## src/hw/pwm_timer_pkg.sv

```systemverilog
// Shared constants and carrier types for the dual PWM timer block
package pwm_timer_pkg;

  localparam int ADDR_W = 8;
  localparam int DATA_W = 16;

  // Register byte offsets
  localparam logic [7:0] OFS_CTRL_A     = 8'h00;
  localparam logic [7:0] OFS_HIGH       = 8'h04;
  localparam logic [7:0] OFS_LOW        = 8'h08;
  localparam logic [7:0] OFS_INTERVAL   = 8'h0C;
  localparam logic [7:0] OFS_FREEZE_SET = 8'h10;
  localparam logic [7:0] OFS_FREEZE_CLR = 8'h14;
  localparam logic [7:0] OFS_CLK_CTRL   = 8'h18;
  localparam logic [7:0] OFS_CTRL_B     = 8'h1C;
  localparam logic [7:0] OFS_PERIOD     = 8'h20;
  localparam logic [7:0] OFS_DUTY0      = 8'h24;
  localparam logic [7:0] OFS_DUTY1      = 8'h28;
  localparam logic [7:0] OFS_DUTY2      = 8'h2C;
  localparam logic [7:0] OFS_STATUS     = 8'h30;

  // Field positions
  localparam int RUN_BIT      = 0;
  localparam int FAST_SEL_BIT = 1;
  localparam int DIV10_BIT    = 2;
  localparam int CLK_MODE_BIT = 3;
  localparam int FREEZE_BIT   = 0;
  localparam int CLK_EN_BIT   = 0;
  localparam int CLK_DIV_LSB  = 1;
  localparam int B_EN_BIT     = 0;
  localparam int B_PAUSE_BIT  = 1;

  // Reset value of every register and counter
  localparam logic [15:0] VALUE_RST = 16'h0000;

  // Timing: 200 MHz core clock, 16 MHz fastest timer clock
  localparam int SYS_CLK_KHZ  = 200000;
  localparam int BASE_CLK_KHZ = 16000;
  localparam logic [8:0] ACC_STEP = 9'(BASE_CLK_KHZ / 1000);
  localparam logic [8:0] ACC_MOD  = 9'(SYS_CLK_KHZ / 1000);
  localparam logic [3:0] INTERVAL_PRESCALE = 4'hA;

  typedef struct packed {
    logic [7:0]  addr;
    logic [15:0] wdata;
    logic        wr;
    logic        rd;
  } reg_req_type;

  typedef struct packed {
    logic             enable;
    logic             pause_en;
    logic [13:0]      period;
    logic [2:0][13:0] duty;
  } timer_b_cfg_type;

  typedef struct packed {
    logic tx_active;
    logic rx_active;
  } radio_act_type;

endpackage : pwm_timer_pkg

```

## src/hw/dual_pwm_timers.sv

```systemverilog
// Dual PWM timer block: register file, two-phase timer and triple PWM unit
// Notes on behaviour
// - Timer A has 16-bit main and interval counters; all values reset to zero.
// - Timer A runs on slow 32 kHz clock, or divided fast clock when enabled.
// - Divide-by-ten prescaler, when enabled, slows only the interval counter.
// - Run bit starts timer A: counters load, interrupt raised at start.
// - Main counter at zero flips phase and reloads from the other shadow.
// - Primary output high in high phase; inverted output is its complement while running, and both are low when stopped.
// - Clocked mode outputs half the selected clock during the high phase.
// - Interval counter holds zero until low phase ends; then interrupt fires.
// - At cycle end counters and shadows reload from the value registers.
// - Phase value writes reach the shadows only at start and at cycle end.
// - Disabled timer A holds all state in reset; value registers keep contents.
// - Reads return live interval counter or live main counter at value addresses.
// - Freeze set stops timer A counting; freeze clear resumes it.
// - Timer B runs on divided system clock only while enabled.
// - Period counter counts down, sets outputs at zero and reloads.
// - Duty up-counter starts at zero, clears matching outputs, zero period holds it.
// - Radio activity with pause enabled freezes duty counter and forces outputs low.
// - Clearing pause enable ignores radio activity, duty cycle unchanged.
// - Radio activity comes from hardware inputs, never from software bits.
`timescale 1ns/1ps
`default_nettype none
module dual_pwm_timers
  import pwm_timer_pkg::*;
(
  input  wire logic          core_clk,
  input  wire logic          reset,
  input  wire logic          clk_en,
  input  wire reg_req_type   req,
  input  wire logic          slow_clk_pin,
  input  wire radio_act_type radio,
  output logic [15:0]        rd_data,
  output logic               timer_a_primary_out,
  output logic               timer_a_inverted_out,
  output logic               timer_a_interval_irq,
  output logic [2:0]         timer_b_output
);

  typedef struct packed {
    // Software registers
    logic             run;
    logic             fast_clock_select;
    logic             interval_div10_enable;
    logic             clock_out_mode;
    logic [15:0]      high_phase_value;
    logic [15:0]      low_phase_value;
    logic [15:0]      interval_value;
    logic             freeze;
    logic             timer_clock_enable;
    logic [1:0]       timer_clock_divider;
    logic             timer_b_enable;
    logic             radio_pause_enable;
    logic [13:0]      timer_b_period;
    logic [2:0][13:0] output_duty_value;
    // Timer A state
    logic [15:0]      main_down_counter;
    logic [15:0]      interval_counter;
    logic [15:0]      high_shadow;
    logic [15:0]      low_shadow;
    logic             low_phase;
    logic             active;
    logic [3:0]       prescale_cnt;
    logic             half_clk;
    logic             primary;
    logic             inverted;
    logic             irq;
    // Read data, valid one cycle after the strobe
    logic [15:0]      rdata;
  } unit_state_type;

  unit_state_type  s_reg, s_next;
  logic            div_tick;
  logic            slow_tick;
  logic            tick_a;
  logic [2:0]      b_out;
  timer_b_cfg_type b_cfg;
  logic            cycle_end;

  function automatic logic hits(input reg_req_type r, input logic [7:0] ofs);
    hits = r.addr == ofs;
  endfunction : hits

  timer_tick_gen u_tick_gen (
    .core_clk      (core_clk),
    .reset         (reset),
    .clk_en        (clk_en),
    .slow_clk_pin  (slow_clk_pin),
    .clock_divider (s_reg.timer_clock_divider),
    .div_tick      (div_tick),
    .slow_tick     (slow_tick)
  );

  assign b_cfg.enable = s_reg.timer_b_enable;
  assign b_cfg.pause_en = s_reg.radio_pause_enable;
  assign b_cfg.period = s_reg.timer_b_period;
  assign b_cfg.duty = s_reg.output_duty_value;

  // Duty values at or above the period simply never clear their output
  timer_b_unit u_timer_b (
    .core_clk (core_clk),
    .reset    (reset),
    .clk_en   (clk_en),
    .tick     (div_tick),
    .cfg      (b_cfg),
    .radio    (radio),
    .pwm_out  (b_out)
  );

  // Fast sources need both select and clock enable; slow source needs none
  assign tick_a = s_reg.fast_clock_select ? (s_reg.timer_clock_enable & div_tick) : slow_tick;

  assign cycle_end = s_reg.low_phase && s_reg.main_down_counter == VALUE_RST
                     && s_reg.interval_counter == VALUE_RST;

  always_comb begin
    logic interval_tick;
    interval_tick = 1'b0;
    s_next = s_reg;

    // Register writes
    if (req.wr) begin
      if (hits(req, OFS_CTRL_A)) begin
        s_next.run = req.wdata[RUN_BIT];
        s_next.fast_clock_select = req.wdata[FAST_SEL_BIT];
        s_next.interval_div10_enable = req.wdata[DIV10_BIT];
        s_next.clock_out_mode = req.wdata[CLK_MODE_BIT];
      end
      if (hits(req, OFS_HIGH)) begin
        s_next.high_phase_value = req.wdata;
      end
      if (hits(req, OFS_LOW)) begin
        s_next.low_phase_value = req.wdata;
      end
      if (hits(req, OFS_INTERVAL)) begin
        s_next.interval_value = req.wdata;
      end
      if (hits(req, OFS_FREEZE_SET) && req.wdata[FREEZE_BIT]) begin
        s_next.freeze = 1'b1;
      end
      if (hits(req, OFS_FREEZE_CLR) && req.wdata[FREEZE_BIT]) begin
        s_next.freeze = 1'b0;
      end
      if (hits(req, OFS_CLK_CTRL)) begin
        s_next.timer_clock_enable = req.wdata[CLK_EN_BIT];
        s_next.timer_clock_divider = req.wdata[CLK_DIV_LSB +: 2];
      end
      if (hits(req, OFS_CTRL_B)) begin
        s_next.timer_b_enable = req.wdata[B_EN_BIT];
        s_next.radio_pause_enable = req.wdata[B_PAUSE_BIT];
      end
      if (hits(req, OFS_PERIOD)) begin
        s_next.timer_b_period = req.wdata[13:0];
      end
      if (hits(req, OFS_DUTY0)) begin
        s_next.output_duty_value[0] = req.wdata[13:0];
      end
      if (hits(req, OFS_DUTY1)) begin
        s_next.output_duty_value[1] = req.wdata[13:0];
      end
      if (hits(req, OFS_DUTY2)) begin
        s_next.output_duty_value[2] = req.wdata[13:0];
      end
    end

    // Register reads: value addresses show live counters
    s_next.rdata = VALUE_RST;
    if (req.rd) begin
      unique case (req.addr)
        OFS_CTRL_A:   s_next.rdata = {12'h000, s_reg.clock_out_mode, s_reg.interval_div10_enable,
                                      s_reg.fast_clock_select, s_reg.run};
        OFS_HIGH:     s_next.rdata = s_reg.main_down_counter;
        OFS_LOW:      s_next.rdata = s_reg.main_down_counter;
        OFS_INTERVAL: s_next.rdata = s_reg.interval_counter;
        OFS_CLK_CTRL: s_next.rdata = {13'h0000, s_reg.timer_clock_divider, s_reg.timer_clock_enable};
        OFS_CTRL_B:   s_next.rdata = {14'h0000, s_reg.radio_pause_enable, s_reg.timer_b_enable};
        OFS_PERIOD:   s_next.rdata = {2'b00, s_reg.timer_b_period};
        OFS_DUTY0:    s_next.rdata = {2'b00, s_reg.output_duty_value[0]};
        OFS_DUTY1:    s_next.rdata = {2'b00, s_reg.output_duty_value[1]};
        OFS_DUTY2:    s_next.rdata = {2'b00, s_reg.output_duty_value[2]};
        OFS_STATUS:   s_next.rdata = {10'h000, b_out, s_reg.freeze, s_reg.low_phase, s_reg.active};
        default:      s_next.rdata = VALUE_RST;
      endcase
    end

    // Timer A
    s_next.irq = 1'b0;
    if (!s_reg.run) begin
      // Value registers survive; everything else is cleared
      s_next.main_down_counter = VALUE_RST;
      s_next.interval_counter = VALUE_RST;
      s_next.high_shadow = VALUE_RST;
      s_next.low_shadow = VALUE_RST;
      s_next.low_phase = 1'b0;
      s_next.active = 1'b0;
      s_next.prescale_cnt = 4'h0;
      s_next.half_clk = 1'b0;
    end else if (s_reg.freeze) begin
      s_next.active = s_reg.active;
    end else if (!s_reg.active) begin
      // Counters load from the value registers and the phase starts high; start-up interrupts
      s_next.active = 1'b1;
      s_next.irq = 1'b1;
      s_next.main_down_counter = s_reg.high_phase_value;
      s_next.high_shadow = s_reg.high_phase_value;
      s_next.low_shadow = s_reg.low_phase_value;
      s_next.interval_counter = s_reg.interval_value;
      s_next.low_phase = 1'b0;
    end else if (tick_a) begin
      s_next.half_clk = ~s_reg.half_clk;
      if (s_reg.interval_div10_enable) begin
        if (s_reg.prescale_cnt == INTERVAL_PRESCALE - 4'h1) begin
          s_next.prescale_cnt = 4'h0;
          interval_tick = 1'b1;
        end else begin
          s_next.prescale_cnt = s_reg.prescale_cnt + 4'h1;
        end
      end else begin
        interval_tick = 1'b1;
      end
      if (interval_tick && s_reg.interval_counter != VALUE_RST) begin
        s_next.interval_counter = s_reg.interval_counter - 16'h0001;
      end
      if (cycle_end) begin
        // Missed events possible with fast clock and small values
        s_next.irq = 1'b1;
        s_next.interval_counter = s_reg.interval_value;
        s_next.main_down_counter = s_reg.high_phase_value;
        s_next.high_shadow = s_reg.high_phase_value;
        s_next.low_shadow = s_reg.low_phase_value;
        s_next.low_phase = 1'b0;
      end else if (s_reg.main_down_counter == VALUE_RST) begin
        s_next.low_phase = ~s_reg.low_phase;
        s_next.main_down_counter = s_reg.low_phase ? s_reg.high_shadow : s_reg.low_shadow;
      end else begin
        s_next.main_down_counter = s_reg.main_down_counter - 16'h0001;
      end
    end

    // Outputs registered from the next state
    s_next.primary = s_next.active && !s_next.low_phase
                     && (!s_reg.clock_out_mode || s_next.half_clk);
    s_next.inverted = s_next.active && !s_next.primary;
  end

  always_ff @(posedge core_clk) begin
    if (reset) begin
      s_reg <= '0;
    end else if (clk_en) begin
      s_reg <= s_next;
    end
  end

  assign rd_data = s_reg.rdata;
  assign timer_a_primary_out = s_reg.primary;
  assign timer_a_inverted_out = s_reg.inverted;
  assign timer_a_interval_irq = s_reg.irq;
  assign timer_b_output = b_out;

  a_outputs_complement: assert property (@(posedge core_clk) disable iff (reset)
    s_reg.active |-> (s_reg.primary != s_reg.inverted))
    else $error("inverted output is not the complement while running");

  a_start_loads: assert property (@(posedge core_clk) disable iff (reset)
    $rose(s_reg.active) |-> (s_reg.irq && !s_reg.low_phase
                             && s_reg.main_down_counter == $past(s_reg.high_phase_value)))
    else $error("start did not load high value and raise interrupt");

  a_disabled_cleared: assert property (@(posedge core_clk) disable iff (reset)
    (clk_en && !s_reg.run) |=> (s_reg.main_down_counter == VALUE_RST
                               && s_reg.interval_counter == VALUE_RST
                               && !s_reg.primary && !s_reg.inverted && !s_reg.active))
    else $error("disabled timer state not cleared");

  a_freeze_holds: assert property (@(posedge core_clk) disable iff (reset)
    (clk_en && s_reg.freeze && s_reg.run && s_reg.active)
      |=> ($stable(s_reg.main_down_counter) && $stable(s_reg.interval_counter) && !s_reg.irq))
    else $error("frozen timer counters moved");

  // Clock enable low keeps the pulse up, so only a freshly registered pulse is judged
  a_irq_cause: assert property (@(posedge core_clk) disable iff (reset)
    (s_reg.irq && $past(s_reg.active) && $past(clk_en))
      |-> $past(cycle_end))
    else $error("interrupt without interval and low phase both at zero");

  a_cycle_reload: assert property (@(posedge core_clk) disable iff (reset)
    (s_reg.irq && $past(s_reg.active) && $past(clk_en))
      |-> (s_reg.interval_counter == $past(s_reg.interval_value)
           && s_reg.low_shadow == $past(s_reg.low_phase_value)
           && s_reg.main_down_counter == $past(s_reg.high_phase_value)))
    else $error("cycle end did not reload from value registers");

  a_shadow_stable: assert property (@(posedge core_clk) disable iff (reset)
    (s_reg.active && $past(s_reg.active) && !s_reg.irq) |-> ($stable(s_reg.high_shadow)
                                                             && $stable(s_reg.low_shadow)))
    else $error("shadow changed outside cycle end");

  a_interval_read: assert property (@(posedge core_clk) disable iff (reset)
    (clk_en && req.rd && hits(req, OFS_INTERVAL)) |=> (rd_data == $past(s_reg.interval_counter)))
    else $error("interval address did not return live interval counter");

  a_phase_read: assert property (@(posedge core_clk) disable iff (reset)
    (clk_en && req.rd && (hits(req, OFS_HIGH) || hits(req, OFS_LOW)))
      |=> (rd_data == $past(s_reg.main_down_counter)))
    else $error("phase address did not return live main counter");

  a_slow_source: assert property (@(posedge core_clk) disable iff (reset)
    (!s_reg.fast_clock_select && !slow_tick && s_reg.active && !s_reg.freeze && s_reg.run && clk_en)
      |=> $stable(s_reg.main_down_counter))
    else $error("main counter moved without slow clock tick");

  a_fast_gated: assert property (@(posedge core_clk) disable iff (reset)
    (clk_en && s_reg.fast_clock_select && !s_reg.timer_clock_enable && s_reg.active && s_reg.run && !s_reg.freeze)
      |=> $stable(s_reg.main_down_counter))
    else $error("fast source counted without the clock enable");

  a_counter_step: assert property (@(posedge core_clk) disable iff (reset)
    (clk_en && tick_a && s_reg.run && !s_reg.freeze && s_reg.active && s_reg.main_down_counter != VALUE_RST)
      |=> (s_reg.main_down_counter == $past(s_reg.main_down_counter) - 16'h0001))
    else $error("main counter did not step down on a selected tick");

  a_phase_flip: assert property (@(posedge core_clk) disable iff (reset)
    (clk_en && tick_a && s_reg.run && !s_reg.freeze && s_reg.active && !cycle_end
     && s_reg.main_down_counter == VALUE_RST)
      |=> (s_reg.low_phase != $past(s_reg.low_phase)
           && s_reg.main_down_counter == ($past(s_reg.low_phase) ? $past(s_reg.high_shadow)
                                                                 : $past(s_reg.low_shadow))))
    else $error("phase did not flip and reload from the other shadow");

  a_prescale_hold: assert property (@(posedge core_clk) disable iff (reset)
    (clk_en && tick_a && s_reg.run && !s_reg.freeze && s_reg.active && s_reg.interval_div10_enable
     && s_reg.prescale_cnt != INTERVAL_PRESCALE - 4'h1 && !cycle_end)
      |=> $stable(s_reg.interval_counter))
    else $error("interval counter moved between prescaler wraps");

  a_clocked_output: assert property (@(posedge core_clk) disable iff (reset)
    (s_reg.active && !s_reg.low_phase && $past(s_reg.clock_out_mode)) |-> (s_reg.primary == s_reg.half_clk))
    else $error("clocked mode output does not follow the half-rate clock");

  a_plain_level: assert property (@(posedge core_clk) disable iff (reset)
    (s_reg.active && !$past(s_reg.clock_out_mode)) |-> (s_reg.primary == !s_reg.low_phase))
    else $error("primary output does not follow the phase");

endmodule : dual_pwm_timers
`default_nettype wire

```

## src/hw/timer_tick_gen.sv

```systemverilog
// Timer clock enables: divided fast ticks and synchronised slow clock ticks
`timescale 1ns/1ps
`default_nettype none
module timer_tick_gen
  import pwm_timer_pkg::*;
(
  input  wire logic       core_clk,
  input  wire logic       reset,
  input  wire logic       clk_en,
  input  wire logic       slow_clk_pin,
  input  wire logic [1:0] clock_divider,
  output logic            div_tick,
  output logic            slow_tick
);

  typedef struct packed {
    logic [7:0] acc;
    logic [2:0] div_cnt;
    logic       slow_meta;
    logic       slow_sync;
    logic       slow_prev;
    logic       div_tick;
    logic       slow_tick;
  } tick_state_type;

  tick_state_type s_reg, s_next;

  function automatic logic [2:0] div_mask(input logic [1:0] sel);
    div_mask = 3'((4'h1 << sel) - 4'h1);
  endfunction : div_mask

  always_comb begin
    logic [8:0] sum;
    logic       base;
    sum = 9'h000;
    base = 1'b0;
    s_next = s_reg;
    // Fractional accumulator: 200 MHz does not divide evenly to 16 MHz
    sum = {1'b0, s_reg.acc} + ACC_STEP;
    if (sum >= ACC_MOD) begin
      sum = sum - ACC_MOD;
      base = 1'b1;
    end
    s_next.acc = sum[7:0];
    s_next.div_tick = 1'b0;
    if (base) begin
      s_next.div_cnt = s_reg.div_cnt + 3'h1;
      s_next.div_tick = (s_reg.div_cnt & div_mask(clock_divider)) == 3'h0;
    end
    s_next.slow_meta = slow_clk_pin;
    s_next.slow_sync = s_reg.slow_meta;
    s_next.slow_prev = s_reg.slow_sync;
    s_next.slow_tick = s_reg.slow_sync & ~s_reg.slow_prev;
  end

  always_ff @(posedge core_clk) begin
    if (reset) begin
      s_reg <= '0;
    end else if (clk_en) begin
      s_reg <= s_next;
    end
  end

  assign div_tick = s_reg.div_tick;
  assign slow_tick = s_reg.slow_tick;

endmodule : timer_tick_gen
`default_nettype wire

```

## src/hw/timer_b_unit.sv

```systemverilog
// Three-output PWM unit with shared period and duty counters
`timescale 1ns/1ps
`default_nettype none
module timer_b_unit
  import pwm_timer_pkg::*;
(
  input  wire logic            core_clk,
  input  wire logic            reset,
  input  wire logic            clk_en,
  input  wire logic            tick,
  input  wire timer_b_cfg_type cfg,
  input  wire radio_act_type   radio,
  output logic [2:0]           pwm_out
);

  typedef struct packed {
    logic [13:0] period_cnt;
    logic [13:0] duty_cnt;
    logic [2:0]  level;
    logic [2:0]  out;
    logic [1:0]  radio_meta;
    logic [1:0]  radio_sync;
  } b_state_type;

  b_state_type s_reg, s_next;
  logic        paused;

  // Radio hardware indications only; no software path reaches them
  assign paused = cfg.pause_en & (|s_reg.radio_sync);

  always_comb begin
    s_next = s_reg;
    s_next.radio_meta = {radio.tx_active, radio.rx_active};
    s_next.radio_sync = s_reg.radio_meta;
    if (!cfg.enable) begin
      s_next.period_cnt = 14'h0000;
      s_next.duty_cnt = 14'h0000;
      s_next.level = 3'b000;
    end else if (cfg.period == 14'h0000) begin
      // Held every cycle, not only on ticks, so a cleared period stops it at once
      s_next.duty_cnt = 14'h0000;
    end else if (tick) begin
      if (s_reg.period_cnt == 14'h0000) begin
        s_next.period_cnt = cfg.period;
        s_next.level = 3'b111;
        s_next.duty_cnt = 14'h0000;
      end else begin
        s_next.period_cnt = s_reg.period_cnt - 14'h0001;
        if (!paused) begin
          s_next.duty_cnt = s_reg.duty_cnt + 14'h0001;
          // One shared duty counter against three duty values
          for (int i = 0; i < 3; i++) begin
            if (s_reg.duty_cnt == cfg.duty[i]) begin
              s_next.level[i] = 1'b0;
            end
          end
        end
      end
    end
    s_next.out = (cfg.enable && !paused) ? s_next.level : 3'b000;
  end

  always_ff @(posedge core_clk) begin
    if (reset) begin
      s_reg <= '0;
    end else if (clk_en) begin
      s_reg <= s_next;
    end
  end

  assign pwm_out = s_reg.out;

  a_pause_forces_low: assert property (@(posedge core_clk) disable iff (reset)
    (clk_en && paused) |=> (pwm_out == 3'b000))
    else $error("outputs not low during radio pause");

  a_pause_holds_duty: assert property (@(posedge core_clk) disable iff (reset)
    (clk_en && paused && cfg.enable && cfg.period != 14'h0000 && s_reg.period_cnt != 14'h0000)
      |=> $stable(s_reg.duty_cnt))
    else $error("duty counter moved during radio pause");

  a_zero_period_duty: assert property (@(posedge core_clk) disable iff (reset)
    (clk_en && cfg.period == 14'h0000) |=> (s_reg.duty_cnt == 14'h0000))
    else $error("duty counter not held at zero with zero period");

endmodule : timer_b_unit
`default_nettype wire

```

## config.mk

```make
export PLATFORM = sky130hd
export DESIGN_NAME = dual_pwm_timers
export DESIGN_NICKNAME = d
export VERILOG_FILES = /design/src/hw/pwm_timer_pkg.sv /design/src/hw/dual_pwm_timers.sv /design/src/hw/timer_tick_gen.sv /design/src/hw/timer_b_unit.sv
export SDC_FILE = /design/constraint.sdc
export NUM_CORES = 1
export LEC_CHECK = 0
export ABC_AREA = 1
export BUFFER_PORTS_ARGS = -buffer_cell sky130_fd_sc_hd__clkbuf_2
export CAP_MARGIN = 40
export CORE_MARGIN = 8
export CORE_UTILIZATION = 40
export CTS_CLUSTER_DIAMETER = 60
export DETAILED_ROUTE_END_ITERATION = 10
export GPL_TIMING_DRIVEN = 1
export SYNTH_ARGS = -nofsm -noshare
export SYNTH_HDL_FRONTEND = slang
export SYNTH_SLANG_ARGS = --single-unit
```

## constraint.sdc

```tcl
create_clock -name core_clk -period 2.9 [get_ports core_clk]
set_clock_uncertainty 0.05 [all_clocks]
set_input_delay 0.58 -clock core_clk [delete_from_list [all_inputs] [get_ports core_clk]]
set_output_delay 0.58 -clock core_clk [all_outputs]
set_load 0.01 [all_outputs]
```

==> results.md, run 1 <==
* Average vias per placed instance at 5.29
* Most common library cell in the layout ignoring fill and taps: nand2_1
* Gate count after technology mapping at 2089
* Number of flops mapped to enable cells by yosys at 0
* Ant. Diodes at 0
* Violation count after the first detailed-routing iteration at 1220
* Residual antenna-violating net count after detailed routing at 0
* Grt total ovfl at 0
* Max-cap viol count at 0
* Total Wirelength at 46200 um
* GRT Resource Usage Total at 22.1%
* Number of H-tree levels at 1
* Cell-by-cell listing of the critical path: inv_1 > ha_1 > nand3_1 > nor2_1 > nand3_1 > clkinv_1 > ha_1 > nand3_2 > o21ai_4 > inv_2 > nor2_8 > buf_4 > nand2_1 > a21oi_1
* Highest Clock Rate at 375 MHz
* Outcome: completed
* Synth cell types at 46
* Worst hold path type: in -> reg
* Top-level port count at 54
* Initial antenna violation count at 0
* Endpoint arrival time on the critical path at 3110 ps
* Wire length of the first global-routing pass at 72400 um
* Die Y-Extent at 200 um
* Fillers at 3480
* Post-synthesis net count at 2134
* Synthesized area divided by synthesized cell count at 6.50 um2
* Initial cell density of the core at 40.6%
* Async set-or-reset flop fraction in the synthesized netlist at 0%
* Share of the synthesized area in the top cell type at 37.6%
* Clock period minus final worst setup slack at 2670 ps
* Placed instance count at 2522
* Period utilization at 92.0%
* WL/cell at 17.9 um
* Final Non-Filler Cells at 2582
* Sequential cell fraction of total power at 43.2%
* Tightest Pin Transition at 706 ps
* Footprint of the flip-flops and latches at 5100 um2
* Area taken by multi-input logic gates at 7220 um2
* Static Leak at 0.00619 uW
* Switching power at 2060 uW
* Relative slew slack at 52.9%
* Clock insertion delay at the later pin of the skew report at 560 ps
* Final total negative setup slack at 0 ps
* Number of flip-flops under the largest register name at 127
* Layout cells sized above 1 at 9.33%
* Maximum single-stage delay on the critical path at 360 ps
* Highest fanout seen on the critical path at 13
* Top post-synthesis cells by area: dfxtp_1, nand2_1, nor2_1, o21ai_0, a21oi_1
* Setup repair after global routing missed its margin: no
* Switch share at 24.7%
* Logic gate share of total power at 7.3%
* Number of pins with negative max-slew slack in the final report at 0
* Most frequent cells in the layout: nand2_1, nor2_1, dfxtp_1
* Class of the most critical setup path: reg -> reg
* Chip Width at 200 um
* Final #Nets at 2156
* Area enclosed by the die boundary at 40100 um2
* Internal at 6260 uW
* Hold-fix buffer count after cts at 0
* CTS tree: done
* Clk slew on worst S/H paths at 60 ps
* Number of hold violations in the final report at 0
* Number of clock sinks at 255
* Pwr/cell area at 542 nW/um2
* Required time at the worst-slack endpoint at 3340 ps
* Clock buffers created by TritonCTS at 31
* Sequential-to-total area share from yosys stat at 37.6%
* Proportion of power drawn by the clock network at 49.5%
* Most frequently used flop master after synthesis: dfxtp_1
* Critical Path Start Type: flip-flop
* Number of flip-flops and latches in the synthesized netlist at 255
* Cell taking the most area after synthesis: dfxtp_1
* Endpoint class of the critical path: flip-flop
* Area of the placeable core at 33400 um2
* Synth Cell Area at 13600 um2
* Vias post-DR at 13600
* Via count of the first global-routing pass at 12500
* Final setup violation count at 0
* Half-perimeter wire length after detailed placement at 33300 um
* Post-synthesis to final-layout area growth at 13.1%
* DRC errors left at 0
* Slowest stage cell on the critical path: dfxtp_1
* Input/output buffers at 53
* Number of search-and-repair iterations in the first detailed-routing pass at 6
* Maximum clock path buffer count at 3
* Root buffer selected by CTS: clkbuf_16
* Global placer's final weighted congestion at 0.888
* Count of standard-cell rows at 67
* Warning count from the yosys run at 0
* Maximum resistive drop on vdd at 0.000466 V
* Maximum number of pins on one net before global-route repair at 80
[Yosys cell counts, types with 9 or more instances]
| cell type | number |
|---|---|
| a21oi_1 | 197 |
| dfxtp_1 | 255 |
| buf_2 | 24 |
| nand3_1 | 110 |
| ha_1 | 13 |
| inv_1 | 160 |
| clkbuf_1 | 53 |
| nor3_1 | 12 |
| nand4_1 | 18 |
| o211ai_1 | 10 |
| inv_2 | 14 |
| o21ai_0 | 214 |
| buf_4 | 23 |
| xnor2_1 | 15 |
| xor2_1 | 36 |
| nand2_1 | 481 |
| nor2_2 | 9 |
| nor2_1 | 350 |
| o22ai_1 | 15 |
| a22oi_1 | 11 |
[per-stage QoR]
step                      instance area (um2)  utilization [%]  power, uW  setup WS (ps)  hold slack [ps]
final                                   15400             45.9       8320            232              192
after global routing                    15400             45.9       8600           10.3              225
after detailed placement                14200             42.6       4270            253              404
after floorplan                         13600                -       4030            672              380
after CTS                               15300             45.8       8380            224              177
after global placement                  14200             42.6       4260            296              398
[worst max-delay path: cells and delay by family (launching register included)]
kind / cells / cell delay (ps)
flops: 1 / 360
simple gates: 6 / 890
compound gates: 2 / 320
fa+ha+maj: 2 / 410
buf+inv: 4 / 550
[final cells by class]
class,instances,area share [%]
Multi-Input combinational cell,1540,47.0
Sequential cell,255,33.2
Clock buffer,42,5.90
Timing Repair Buffer,103,4.58
Inverter,180,4.43
Tap cell,448,3.65
Clock inverter,14,1.22
[layer usage]
layer	part of all wire, %	up-vias	GRT usage, %
met3	5.8	72	2.50
met4	3.1	0	6.72
met1	45	6344	29.4
met2	47	427	37.1
met5	0	-	0
li1	-	6805	-
[path summary, 6_finish.rpt]
kind,from,to,slack (ps),cells past startpoint
max reg2reg,s_reg[74],s_reg[55],230,14
min,slow_clk_pin,u_tick_gen.s_next[3],190,3
max,s_reg[74],s_reg[55],230,14
min reg2reg,s_reg[170],s_reg[28],410,2
[power by group through the flow]
stage | Sequential, uW | Clock, uW | Combinational [uW]
finish | 3600 | 4120 | 604
global route | 3600 | 4330 | 673
CTS | 3590 | 4180 | 601
detailed placement | 3670 | 0 | 597
global placement | 3670 | 0 | 594
floorplan | 3660 | 0 | 376
[cell families (layout without fill, tap and decap cells)]
group,count (synthesis),in the layout,synth area share (%)
flops,255,255,37.6
fa+ha+maj,13,13,1.20
xor+xnor,51,51,3.29
simple gates,1002,1002,30.2
buf+inv,294,339,9.24
compound gates,470,470,18.2
mux,4,4,0.295
[repair_timing]
item / CTS / global route
resized for setup: 0 / 1
buffers inserted: 0 / 4
hold endpoints to repair: 0 / 0
endpoints found under the setup margin: 0 / 12
(Power assumes the default switching activity.)
==> run 2: changes to the inputs <==
==> constraint.sdc (replaced) <==
create_clock -name core_clk -period 2.9 [get_ports core_clk]
set_clock_uncertainty 0.05 [all_clocks]
set_input_delay 0.435 -clock core_clk [delete_from_list [all_inputs] [get_ports core_clk]]
set_output_delay 0.435 -clock core_clk [all_outputs]
set_load 0.01 [all_outputs]
==> results.md, run 2 (synthesis results as in run 1) <==
* Outcome: completed
* Class of the most critical setup path: reg -> reg
* Ant. Diodes at 0
* Highest routing layer actually used: met4
* Clk slew on worst S/H paths at 60 ps
* Tightest Pin Transition at 836 ps
* Hold-fix buffer count after cts at 0
* Chip Width at 200 um
* Endpoint class of the critical path: flip-flop
* Highest Clock Rate at 384 MHz
* Initial antenna violation count at 0
* Slowest stage cell on the critical path: dfxtp_1
* Startpoint of the worst-slack reg-to-reg timing path: s_reg[74]
* Setup repair after global routing missed its margin: no
* Endpoint arrival time on the critical path at 3050 ps
* Initial cell density of the core at 40.6%
* Footprint of the flip-flops and latches at 5100 um2
* Average vias per placed instance at 5.28
* Worst hold path type: in -> reg
* Area taken by multi-input logic gates at 7220 um2
* Max-cap viol count at 0
* Root buffer selected by CTS: clkbuf_16
* Vias post-DR at 13600
* Total Wirelength at 45900 um
* Count of standard-cell rows at 67
* Final core area utilization at 45.5%
* Area of the placeable core at 33400 um2
* Number of H-tree levels at 1
* Maximum single-stage delay on the critical path at 430 ps
* Most common library cell in the layout ignoring fill and taps: nand2_1
* Post-cts gate resize count at 0
* Startpoint of the most critical setup path: s_reg[74]
* Worst path most repeated cell: nand3_1
* Half-perimeter wire length after detailed placement at 32800 um
* Residual antenna-violating net count after detailed routing at 0
* Wl on met1 at 20700 um
* Met2 Wirelength at 20600 um
* Clock buffers created by TritonCTS at 30
* Critical Path Start Type: flip-flop
* Fillers at 3505
* Post CTS Setup Buffer Count at 0
* Post-synthesis to final-layout area growth at 12.0%
* Layout cells sized above 1 at 8.59%
* Maximum number of pins on one net before global-route repair at 82
* Highest fanout seen on the critical path at 12
* Required time at the worst-slack endpoint at 3350 ps
* Clock period minus final worst setup slack at 2610 ps
* Most frequent cells in the layout: nand2_1, nor2_1, dfxtp_1
* Wire length of the first global-routing pass at 71700 um
* Final setup violation count at 0
* Final #Nets at 2141
* Number of clock sinks at 255
* CTS tree: done
* Number of pins with negative max-slew slack in the final report at 0
* Cell-by-cell listing of the critical path: inv_1 > ha_1 > nand3_1 > nor2_1 > nand3_1 > clkinv_1 > ha_1 > nand4_1 > buf_4 > nand3_1 > o21ai_0 > nand2_1 > a21oi_1
* Global placer's final weighted congestion at 0.915
* GRT Resource Usage Total at 22.1%
* Die Y-Extent at 200 um
* DRC errors left at 0
* Top-level port count at 54
* Area enclosed by the die boundary at 40100 um2
* Pwr/cell area at 541 nW/um2
* Input/output buffers at 53
* Placed instance count at 2512
* Number of search-and-repair iterations in the first detailed-routing pass at 5
* Static Leak at 0.00610 uW
* Maximum clock path buffer count at 3
* Final total negative setup slack at 0 ps
* Maximum resistive drop on vdd at 0.000460 V
* Final total power at 8230 uW
* Number of hold violations in the final report at 0
* WL/cell at 17.9 um
* Final Hold Slack at 40.3 ps
* Clock insertion delay at the later pin of the skew report at 570 ps
* Grt total ovfl at 0
* Violation count after the first detailed-routing iteration at 1231
* Relative slew slack at 44.1%
* Period utilization at 89.8%
* Detail Route met3 WL at 2620 um
* Final Non-Filler Cells at 2567
* Number of flip-flops under the largest register name at 127
* Via count of the first global-routing pass at 12700
* Hold path startpoint: radio[1]
-- run 2: cell count changes in the layout (fill, tap and decap cells not counted) --
cell / delta
clkinv_2: +2
clkbuf_8: -2
buf_12: -1
buf_4: -13
inv_4: -1
clkinv_4: +1
inv_8: -1
clkinvlp_4: -2
clkbuf_1: +2
-- run 2: final timing paths --
kind | end | slack, ps | cells past startpoint
worst max-delay path | s_reg[84] | 290 | 13
worst min-delay path | u_timer_b.s_next[1] | 40 | 3
worst max register to register | s_reg[84] | 290 | 13
worst min register to register | s_reg[27] | 410 | 2
-- run 2: per-layer routing --
layer | up-vias | global-route usage (%)
li1 | 6769 | -
met1 | 6259 | 29.7
met2 | 435 | 35.4
met3 | 90 | 3.02
met4 | 0 | 8.63
met5 | - | 0
-- run 2: layout make-up --
class	count	share of cell area (%)
sequential	255	33.6
tap	448	3.69
clock buffer	42	5.83
inverter	180	4.47
multi-input combinational	1540	47.5
timing repair buffer	89	3.85
clock inverter	13	1.15
-- run 2: critical path: cells and delay by family (launching register included) --
kind / cells / cell delay (ps)
buffers and inverters: 3 / 490
flip-flops: 1 / 430
adder cells (fa/ha/maj): 2 / 490
AND/OR/NAND/NOR: 6 / 690
AO/OA/AOI/OAI: 2 / 380
-- run 2: power by group --
part           internal, uW  switching [uW]  total [uW]
Sequential             3550            40.2        3590
Clock                  2480            1560        4030
Combinational           171             429         600
Total                  6200            2020        8230
-- run 2: stage by stage --
stage / setup slack [ps] / area, um2
finish: 295 / 15200
global route: 47.5 / 15200
CTS: 317 / 15200
detailed placement: 323 / 14100
global placement: 405 / 14100
floorplan: 672 / 13600
==> run 3: changes to the inputs <==
- REMOVE_ABC_BUFFERS: default -> 1
==> results.md, run 3 (synthesis results as in run 1) <==
* Outcome: completed
* Violation count after the first detailed-routing iteration at 1302
* Initial antenna violation count at 0
* DRC errors left at 0
* Endpoint arrival time on the critical path at 2980 ps
* Tightest Pin Transition at 746 ps
* Average vias per placed instance at 5.34
* Static Leak at 0.00616 uW
* Post-synthesis to final-layout area growth at 12.8%
* GRT Resource Usage Total at 22.4%
* Final #Nets at 2153
* Final Hold Slack at 30.6 ps
* Period utilization at 88.6%
* Count of standard-cell rows at 67
* Maximum resistive drop on vdd at 0.000470 V
* Number of flip-flops under the largest register name at 127
* Worst path most repeated cell: nand3_1
* Fin area at 15300 um2
* Number of hold violations in the final report at 0
* Dpl cell area at 14300 um2
* Final total negative setup slack at 0 ps
* Initial cell density of the core at 40.6%
* Final core area utilization at 45.8%
* Highest fanout seen on the critical path at 10
* Required time at the worst-slack endpoint at 3310 ps
* Pwr/cell area at 537 nW/um2
* Relative slew slack at 50.2%
* Top-level port count at 54
* Worst hold path type: in -> reg
* Area enclosed by the die boundary at 40100 um2
* Grt total ovfl at 0
* Slowest stage cell on the critical path: dfxtp_1
* Maximum number of pins on one net before global-route repair at 85
* Residual antenna-violating net count after detailed routing at 0
* Chip Width at 200 um
* Area of the placeable core at 33400 um2
* Global placer's final weighted congestion at 0.920
* Final setup violation count at 0
* WL/cell at 18.1 um
* Post-cts gate resize count at 0
* Max-cap viol count at 0
* Input/output buffers at 53
* Setup repair after global routing missed its margin: no
* Hold-fix buffer count after cts at 0
* CTS tree: done
* Clk slew on worst S/H paths at 60 ps
* Cell type group with the largest total delay on the critical path: simple AND/OR/NAND/NOR gates
* Number of search-and-repair iterations in the first detailed-routing pass at 6
* Clock insertion delay at the later pin of the skew report at 580 ps
* Vias post-DR at 13800
* Number of pins with negative max-slew slack in the final report at 0
* Maximum clock path buffer count at 3
* Critical Path Start Type: flip-flop
* Ant. Diodes at 0
* Critical path buffer and inverter count at 3
* Clock period minus final worst setup slack at 2570 ps
* Class of the most critical setup path: reg -> reg
* Via count of the first global-routing pass at 12900
* Post CTS Setup Buffer Count at 0
* Layout cells sized above 1 at 9.14%
* Die Y-Extent at 200 um
* Highest Clock Rate at 389 MHz
* Endpoint class of the critical path: flip-flop
* Fillers at 3471
* Wire length of the first global-routing pass at 73300 um
* Cell-by-cell listing of the critical path: inv_1 > ha_1 > nand3_1 > nor2_1 > nand3_1 > clkinv_1 > ha_1 > nand3_2 > nand2_1 > nand2_1 > nand2_2 > nand2_2 > clkinv_2 > nand3_1 > a21oi_1
* Number of H-tree levels at 1
* Half-perimeter wire length after detailed placement at 33300 um
* Total Wirelength at 46600 um
* Most frequent cells in the layout: nand2_1, nor2_1, dfxtp_1
* Maximum single-stage delay on the critical path at 420 ps
* Number of clock sinks at 255
* Root buffer selected by CTS: clkbuf_16
* Most common library cell in the layout ignoring fill and taps: nand2_1
* Clock buffers created by TritonCTS at 31
* Final total power at 8210 uW
-- run 3: cell count changes in the layout (fill, tap and decap cells not counted) --
| cell | delta |
|---|---|
| buf_16 | +1 |
| bufinv_16 | -2 |
| buf_4 | +10 |
| inv_6 | +4 |
| clkbuf_8 | +2 |
| clkbuf_1 | +1 |
| clkinv_2 | -2 |
-- run 3: stage by stage --
step | instances | setup WS, ps
2_1_floorplan | 1975 | -249
3_3_place_gp | 2522 | 454
3_5_place_dp | 2523 | 369
4_1_cts | 2581 | 354
5_1_grt | 2581 | 139
6_report | 2581 | 329
-- run 3: final timing paths --
check	startpoint	endpoint	slack (ps)	depth (start not counted)
hold reg to reg	s_reg[179]	s_reg[37]	410	2
setup / recovery	s_reg[74]	s_reg[66]	330	15
setup reg to reg	s_reg[74]	s_reg[66]	330	15
hold / removal	slow_clk_pin	u_tick_gen.s_next[3]	30	3
-- run 3: power by group --
group | switching [uW] | internal [uW]
combinational | 423 | 181
sequential | 38.1 | 3550
clock | 1640 | 2380
total | 2100 | 6110
-- run 3: layout make-up --
class,instances,area [um2],area share (%)
timing repair buffer,100,688,4.49
tap,448,561,3.66
multi-input combinational,1540,7220,47.1
inverter,180,679,4.44
sequential,255,5100,33.3
clock inverter,13,140,0.915
clock buffer,45,918,6.00
-- run 3: per-layer routing --
metal  global-route usage, %  wire length [um]  vias up
li1                        -                 -     6792
met1                    31.0             21600     6464
met2                    36.3             21000      462
met3                    2.37              2910       64
met4                    6.38              1050        0
met5                       0                 0        -
-- run 3: tightest hold or removal path, cell delays in order --
cell and delay (ps):
clkbuf_2 80, nor2_1 30, nor2_1 80
